`src/shared/pp_defines.svh`:
```
// constants for the profile position handshake block
// assumes 16-bit cyclic process data words from the host
`ifndef PP_DEFINES_SVH
`define PP_DEFINES_SVH

// mode selector value that selects profile position operation
`define PP_MODE_PROFILE_POS 16'h0001

// command word bit positions
`define CMD_SWITCH_ON 0
`define CMD_EN_VOLTAGE 1
`define CMD_QUICK_STOP_N 2
`define CMD_EN_OPERATION 3
`define CMD_NEW_SETPOINT 4
`define CMD_CHANGE_NOW 5
`define CMD_RELATIVE 6
`define CMD_FAULT_RESET 7
`define CMD_HALT 8
`define CMD_CHANGE_ON_SP 9

// state word bit positions
`define ST_READY 0
`define ST_SWITCHED_ON 1
`define ST_OP_ENABLED 2
`define ST_FAULT 3
`define ST_VOLTAGE 4
`define ST_QUICK_STOP_N 5
`define ST_SW_ON_DISABLED 6
`define ST_WARNING 7
`define ST_REMOTE 9
`define ST_TARGET_REACHED 10
`define ST_INT_LIMIT 11
`define ST_SP_ACK 12
`define ST_FOLLOW_ERR 13
`define ST_WARNING2 15

// ramp parameters held in the configuration store
`define RAMP_PARAM_FIRST 1176
`define RAMP_PARAM_LAST 1178

// reset values
`define STATE_WORD_RESET 16'h0000
`define MODE_ECHO_RESET 16'h0000

`endif

```
`src/shared/motion_pkg.sv`:
```
// types for the profile position handshake block
// assumes pp_defines.svh for the numeric constants
package motion_pkg;

  typedef enum logic [2:0] {
    SW_ON_DISABLED,
    READY_TO_SW_ON,
    SWITCHED_ON,
    OP_ENABLED,
    FAULT
  } drive_state_t;

  // ramp times from configuration parameters 1176, 1177, 1178
  typedef struct packed {
    logic [15:0] ramp_first;
    logic [15:0] ramp_second;
    logic [15:0] ramp_third;
  } ramp_cfg_t;

  // one positioning move handed to the profile calculation
  typedef struct packed {
    logic [31:0] target;
    logic relative;
    logic change_on_sp;
    logic change_now;
    ramp_cfg_t ramps;
  } move_req_t;

endpackage : motion_pkg

```
`src/design/profile_position_handshake.sv`:
```
// profile position mode handshake: command word decode, drive state
// machine, set-point queue and state word assembly
// assumes one cyclic slot update per i_slot_valid pulse, and a motion
// profile engine outside that consumes o_move_req on o_move_start
`timescale 1ns/100ps
`default_nettype none
`include "pp_defines.svh"

// How it works
// - profile position only when mode selector is 1
// - moves start on command edge, not position
// - ramp times from parameters 1176 to 1178
// - command bits 0-3 power control, 7 fault reset
// - plain edge queues until current target reached
// - immediate bit starts new move at once
// - change-on-set-point blends into next move
// - relative bit selects absolute or relative target
// - halt decelerates, stays operation enabled
// - acknowledge set once calculation took value
// - state word bit map
// - active mode echoed beside state word
// - host clears new set-point, then acknowledge drops
// - 0x0006, 0x0007, 0x000f enable sequence
module profile_position_handshake (
  input wire logic i_clk_sys,
  input wire logic i_reset,
  input wire logic i_slot_valid,
  input wire logic [15:0] i_host_command_slot,
  input wire logic [15:0] i_host_mode_select_slot,
  input wire logic [31:0] i_target_position_slot,
  input wire motion_pkg::ramp_cfg_t i_ramp_cfg,
  input wire logic i_axis_at_target,
  input wire logic i_axis_speed_zero,
  input wire logic i_following_error,
  input wire logic i_internal_limit,
  input wire logic i_fault_event,
  input wire logic i_warning,
  input wire logic i_warning2,
  input wire logic i_remote,
  output logic [15:0] o_drive_state_slot,
  output logic [15:0] o_drive_mode_echo_slot,
  output logic o_move_start,
  output motion_pkg::move_req_t o_move_req,
  output logic o_halt
);
  // ---------------------------------------------------------------
  // received slots
  // ---------------------------------------------------------------
  logic [15:0] cmd_r;
  logic [15:0] mode_r;
  logic nsp_prev_r;
  logic fr_prev_r;
  always_ff @(posedge i_clk_sys)
  begin
    if (i_reset)
    begin
      cmd_r <= 16'h0000;
      mode_r <= `MODE_ECHO_RESET;
      nsp_prev_r <= 1'b0;
      fr_prev_r <= 1'b0;
    end
    else if (i_slot_valid)
    begin
      cmd_r <= i_host_command_slot;
      mode_r <= i_host_mode_select_slot;
      nsp_prev_r <= i_host_command_slot[`CMD_NEW_SETPOINT];
      fr_prev_r <= i_host_command_slot[`CMD_FAULT_RESET];
    end
  end
  logic nsp_edge;
  logic fr_edge;
  assign nsp_edge = i_slot_valid & i_host_command_slot[`CMD_NEW_SETPOINT]
                    & ~nsp_prev_r;
  assign fr_edge = i_slot_valid & i_host_command_slot[`CMD_FAULT_RESET]
                   & ~fr_prev_r;
  // ---------------------------------------------------------------
  // drive state machine
  // ---------------------------------------------------------------
  motion_pkg::drive_state_t state_r;
  logic power_ok;
  assign power_ok = cmd_r[`CMD_EN_VOLTAGE] & cmd_r[`CMD_QUICK_STOP_N];
  always_ff @(posedge i_clk_sys)
  begin
    if (i_reset)
      state_r <= motion_pkg::SW_ON_DISABLED;
    else if (i_fault_event)
      state_r <= motion_pkg::FAULT;
    else
    begin
      case (state_r)
        motion_pkg::SW_ON_DISABLED:
          if (power_ok && !cmd_r[`CMD_SWITCH_ON])
            state_r <= motion_pkg::READY_TO_SW_ON;
        motion_pkg::READY_TO_SW_ON:
          if (!power_ok)
            state_r <= motion_pkg::SW_ON_DISABLED;
          else if (cmd_r[`CMD_SWITCH_ON])
            state_r <= motion_pkg::SWITCHED_ON;
        motion_pkg::SWITCHED_ON:
          if (!power_ok)
            state_r <= motion_pkg::SW_ON_DISABLED;
          else if (!cmd_r[`CMD_SWITCH_ON])
            state_r <= motion_pkg::READY_TO_SW_ON;
          else if (cmd_r[`CMD_EN_OPERATION])
            state_r <= motion_pkg::OP_ENABLED;
        motion_pkg::OP_ENABLED:
          if (!power_ok)
            state_r <= motion_pkg::SW_ON_DISABLED;
          else if (!cmd_r[`CMD_SWITCH_ON])
            state_r <= motion_pkg::READY_TO_SW_ON;
          else if (!cmd_r[`CMD_EN_OPERATION])
            state_r <= motion_pkg::SWITCHED_ON;
        motion_pkg::FAULT:
          if (fr_edge)
            state_r <= motion_pkg::SW_ON_DISABLED;
        default:
          state_r <= motion_pkg::SW_ON_DISABLED;
      endcase
    end
  end
  // ---------------------------------------------------------------
  // set-point handshake and queue
  // ---------------------------------------------------------------
  logic pp_run;
  logic halt;
  logic accept;
  logic start_new;
  logic start_pend;
  logic start_now;
  logic busy_r;
  logic pend_r;
  logic ack_r;
  motion_pkg::move_req_t pend_req_r;
  motion_pkg::move_req_t new_req;
  assign pp_run = (state_r == motion_pkg::OP_ENABLED)
                  && (mode_r == `PP_MODE_PROFILE_POS);
  assign halt = cmd_r[`CMD_HALT];
  // a new edge is refused while the previous acknowledge is still set or a move is queued
  assign accept = nsp_edge & pp_run & ~ack_r & ~pend_r
                  & (i_host_mode_select_slot == `PP_MODE_PROFILE_POS);
  assign start_new = accept & ~halt
                     & (i_host_command_slot[`CMD_CHANGE_NOW] | ~busy_r);
  // queued move waits for the running one; halt also holds it back
  assign start_pend = pend_r & pp_run & ~halt
                      & (~busy_r | i_axis_at_target);
  assign start_now = start_new | start_pend;
  always_comb
  begin
    new_req.target = i_target_position_slot;
    new_req.relative = i_host_command_slot[`CMD_RELATIVE];
    new_req.change_on_sp = i_host_command_slot[`CMD_CHANGE_ON_SP];
    new_req.change_now = i_host_command_slot[`CMD_CHANGE_NOW];
    new_req.ramps = i_ramp_cfg;
  end
  always_ff @(posedge i_clk_sys)
  begin
    if (i_reset || !pp_run)
    begin
      pend_r <= 1'b0;
      pend_req_r <= '0;
    end
    else if (accept && !start_new)
    begin
      pend_r <= 1'b1;
      pend_req_r <= new_req;
    end
    else if (start_pend)
      pend_r <= 1'b0;
  end
  always_ff @(posedge i_clk_sys)
  begin
    if (i_reset || !pp_run)
      busy_r <= 1'b0;
    else if (start_now)
      busy_r <= 1'b1;
    else if (i_axis_at_target)
      busy_r <= 1'b0;
  end
  // set wins over the host's release of the new set-point bit
  always_ff @(posedge i_clk_sys)
  begin
    if (i_reset)
      ack_r <= 1'b0;
    else if (start_now)
      ack_r <= 1'b1;
    else if (!cmd_r[`CMD_NEW_SETPOINT])
      ack_r <= 1'b0;
  end
  always_ff @(posedge i_clk_sys)
  begin
    if (i_reset)
    begin
      o_move_start <= 1'b0;
      o_move_req <= '0;
    end
    else
    begin
      o_move_start <= start_now;
      if (start_new)
        o_move_req <= new_req;
      else if (start_pend)
        o_move_req <= pend_req_r;
    end
  end
  // ---------------------------------------------------------------
  // state word and mode echo
  // ---------------------------------------------------------------
  logic [15:0] state_word;
  logic reached;
  // with halt the bit tells standstill, otherwise the move is done
  assign reached = halt ? i_axis_speed_zero : (~busy_r & ~pend_r);
  always_comb
  begin
    state_word = 16'h0000;
    case (state_r)
      motion_pkg::SW_ON_DISABLED:
        state_word[`ST_SW_ON_DISABLED] = 1'b1;
      motion_pkg::READY_TO_SW_ON:
        state_word[`ST_READY] = 1'b1;
      motion_pkg::SWITCHED_ON:
        state_word[`ST_SWITCHED_ON:`ST_READY] = 2'b11;
      motion_pkg::OP_ENABLED:
        state_word[`ST_OP_ENABLED:`ST_READY] = 3'b111;
      motion_pkg::FAULT:
        state_word[`ST_FAULT] = 1'b1;
      default:
        state_word[`ST_SW_ON_DISABLED] = 1'b1;
    endcase
    state_word[`ST_VOLTAGE] = cmd_r[`CMD_EN_VOLTAGE];
    state_word[`ST_QUICK_STOP_N] = (state_r != motion_pkg::SW_ON_DISABLED)
                                   && (state_r != motion_pkg::FAULT)
                                   && cmd_r[`CMD_QUICK_STOP_N];
    state_word[`ST_WARNING] = i_warning;
    state_word[`ST_REMOTE] = i_remote;
    state_word[`ST_TARGET_REACHED] = pp_run & reached;
    state_word[`ST_INT_LIMIT] = i_internal_limit;
    state_word[`ST_SP_ACK] = ack_r;
    state_word[`ST_FOLLOW_ERR] = i_following_error;
    state_word[`ST_WARNING2] = i_warning2;
  end
  always_ff @(posedge i_clk_sys)
  begin
    if (i_reset)
    begin
      o_drive_state_slot <= `STATE_WORD_RESET;
      o_drive_mode_echo_slot <= `MODE_ECHO_RESET;
      o_halt <= 1'b0;
    end
    else
    begin
      o_drive_state_slot <= state_word;
      o_drive_mode_echo_slot <= mode_r;
      o_halt <= pp_run & halt;
    end
  end
endmodule : profile_position_handshake
`default_nettype wire

```
`config.mk`:
```
export PLATFORM = sky130hd
export DESIGN_NAME = profile_position_handshake
export DESIGN_NICKNAME = d
export VERILOG_FILES = /design/src/shared/motion_pkg.sv /design/src/design/profile_position_handshake.sv
export VERILOG_INCLUDE_DIRS = /design/src /design/src/shared
export SDC_FILE = /design/constraint.sdc
export NUM_CORES = 1
export LEC_CHECK = 0
export ABC_AREA = 1
export BUFFER_PORTS_ARGS = -buffer_cell sky130_fd_sc_hd__clkbuf_2
export CORE_AREA = 2 2 136 138
export DETAILED_ROUTE_END_ITERATION = 10
export DIE_AREA = 0 0 138 140
export PLACE_DENSITY = 0.81
export SYNTH_ARGS = -nofsm -noshare
export SYNTH_HDL_FRONTEND = slang
export SYNTH_SLANG_ARGS = --single-unit
```
`constraint.sdc`:
```
create_clock -name i_clk_sys -period 3.11 [get_ports i_clk_sys]
set_clock_uncertainty 0.1 [all_clocks]
set_input_delay 0.1555 -clock i_clk_sys [delete_from_list [all_inputs] [get_ports i_clk_sys]]
set_output_delay 0.1555 -clock i_clk_sys [all_outputs]
set_load 0.03 [all_outputs]
```
==> out/qor.yml <==
timing:
  clock.fmax_ghz: 0.4190
  worst_pin_slew_ns: 1.024
  hold_viol: 0
  period_minus_slack_ns: 2.387
  fin_crit_sh_pct: 76.75
  setup_violations: 0
  relSlewSlack_pct: 31.71
  rsz0062_at_grt: "no"
  worst_slack_ns: 0.7231
  setup_tns_ns: 0
  slew_viol_final: 0
  whs_ns: 0.1650
grt:
  grt_usage_pct: 29.34
  grt_max_degree: 86
  antenna_found_initial: 1
  grt_pass1_vias: 9831
  grt_pass1_wl_um: 47760
  grt_overflow: 0
clock_tree:
  htreeDepth: 1
  cts.path.max_buffers: 3
  hold_buffers: 122
  cts.clk_slew.worst_paths_ns: 0.06
  clock_sinks: 227
  worstSkewPairLatency_ns: 0.52
  cts_inserted_buffers: 24
  post_cts_resized: 0
  cts_tree: "done"
  cts-root-buf: "clkbuf_16"
  cts_setup_buffers: 0
route:
  viasPerCell: 5.420
  dr.pass1.iters: 5
  first_iter_violations: 942
  route.detailed.drc: 0
  ant_nets: 0
  vias: 10368
  wl_per_cell_um: 15.52
  drt-total-wl_um: 29700
critical_path:
  critPathCapture: "o_move_req[73]"
  reg2regPathDepth: 10
  r2r_slack_ns: 0.72
  worst_setup_path_start_kind: "register"
  required_ns: 3.35
  arrival_ns: 2.63
  worstPathMaxFanout: 40
  crit_type: "register to register"
  reg2reg_to: "o_move_req[73]"
  cp-end-kind: "register"
  r2r-start: "state_r[1]"
  critPathLaunch: "state_r[1]"
logic_synthesis:
  postSynthAreaPerCell_um2: 6.998
  synth_cell_types: 25
  ys_ff_latch: 227
  synth-simple-area-share_pct: 30.73
  yosysWarningCount: 0
  synth_cells: 1380
  post_synth_xor_area_fraction_pct: 0.09070
  synthMuxAreaShare_pct: 0
  synth_top_family_by_area: "simple AND/OR/NAND/NOR gates"
  synth_fa_ha_area_share_pct: 0
  synth-compound-area-share_pct: 11.29
  yosysSeqAreaShare_pct: 47.06
  syn_area_mm2: 0.009657
job:
  maxCapViolCount: 0
placement:
  dp_slack_ns: 0.8091
  gp_congestion: 0.8300
  hpwlAfterDp_um: 15090
  io_buffers: 231
worst_hold_path:
  holdCritStartpoint: "i_reset"
  hold_path.class: "input pin to register"
cells_and_area:
  syn_to_final_growth_pct: 32.05
  finalNetCount: 1790
  layout-drive-gt1-share_pct: 17.71
die:
  num_rows: 49
  die_x_um: 138
  initial_core_util_pct: 54.31
  dieArea_mm2: 0.01932
  ios: 240
  core_mm2: 0.01778
  die_h_um: 140
pwr:
  vdd_drop_max_mv: 0.4664
  powerDensity_mw_per_mm2: 489.5
  p_leak_uw: 0.005715
status:
  status: "finished clean"
==> critical path, stage by stage, from the launching register on <==
cell	delay, ns
dfxtp_1	0.34
inv_2	0.07
nor2_1	0.13
nand2_1	0.08
nor2_2	0.13
inv_2	0.06
nor2_4	0.18
nand3_4	0.43
buf_4	0.44
nand3_1	0.14
a21oi_1	0.09
==> Yosys cell counts <==
cell,number,share of area [%]
nand3_1,257,13
nor2_1,231,9.0
dfxtp_1,227,47
nand2_1,198,7.7
inv_1,122,4.7
o21ai_0,108,5.6
a21oi_1,106,5.5
clkbuf_1,41,1.6
buf_2,23,1.2
buf_4,18,1.4
buf_1,17,0.66
buf_6,6,0.70
clkbuf_2,6,0.31
nor3_1,5,0.26
inv_2,4,0.16
nor2_2,2,0.13
clkinv_1,1,0.039
conb_1,1,0.039
nand2_2,1,0.065
nand3_2,1,0.10
nand4_1,1,0.065
nor2_4,1,0.12
o2111ai_1,1,0.091
o211a_1,1,0.10
xnor2_1,1,0.091
==> sequential cells by signal, indices dropped and copies added, names as in the netlist <==
register                cells
ack_r                       1
state_r                     3
o_drive_mode_echo_slot     16
o_move_req                 83
cmd_r                       7
busy_r                      1
o_halt                      1
pend_req_r                 83
pend_r                      1
o_drive_state_slot         14
o_move_start                1
mode_r                     16
==> cells in the final DEF (no fill, tap or decap), types with 25 or more instances in the layout <==
| master | n |
|---|---|
| a21oi_1 | 105 |
| nand2_1 | 197 |
| clkbuf_2 | 230 |
| inv_1 | 122 |
| nor2_1 | 230 |
| dlygate4sd3_1 | 122 |
| clkbuf_16 | 25 |
| nand3_1 | 257 |
| dfxtp_1 | 227 |
| o21ai_0 | 108 |
==> routing by layer <==
layer | global-route usage [%] | wire (um)
met1 | 35.91 | 11640
met2 | 51.09 | 14740
met3 | 5.368 | 2367
met4 | 12.14 | 947
met5 | 0 | 0
==> area by class of cell <==
type / instances / area [um2]
tap: 229 / 286.5
clock buffer: 36 / 716.9
inverter: 127 / 476.7
timing repair buffer: 371 / 2552
clock inverter: 6 / 55.05
fill: 1370 / 5027
sequential: 227 / 4544
antenna: 1 / 2.502
multi-input combinational: 916 / 4118
==> how the worst min path moves through the flow <==
stage	end	slack, ns	cells after the start
floorplan	o_drive_state_slot[11]	0.16	2
global placement	o_drive_state_slot[9]	0.25	3
detailed placement	o_drive_state_slot[9]	0.25	3
CTS	mode_r[14]	0.14	3
global route	o_move_req[14]	0.17	2
finish	o_move_req[11]	0.16	2
==> stage by stage <==
step	cells	utilization [%]	area (um2)	power [uW]
after floorplan	1381	-	9661	3208
after CTS	1912	71.71	12750	6264
after global routing	1913	71.72	12750	6438
final	1913	71.72	12750	6243
after detailed placement	1748	60.50	10760	3355
after global placement	1748	60.50	10760	3350
==> cells by family after synthesis <==
family,after synthesis
other,1
buffers and inverters,238
and+or+nand+nor,697
xor gates and xnor gates,1
AOI/OAI and AO/OA,216
DFF,227
==> report_power, final <==
group / switching (uW) / internal (uW) / total (uW)
Clock: 1140 / 1670 / 2800
Sequential: 22.3 / 2950 / 2970
Combinational: 261 / 209 / 471
Total: 1420 / 4820 / 6240
Note: power is estimated with default switching activity, not from simulation.
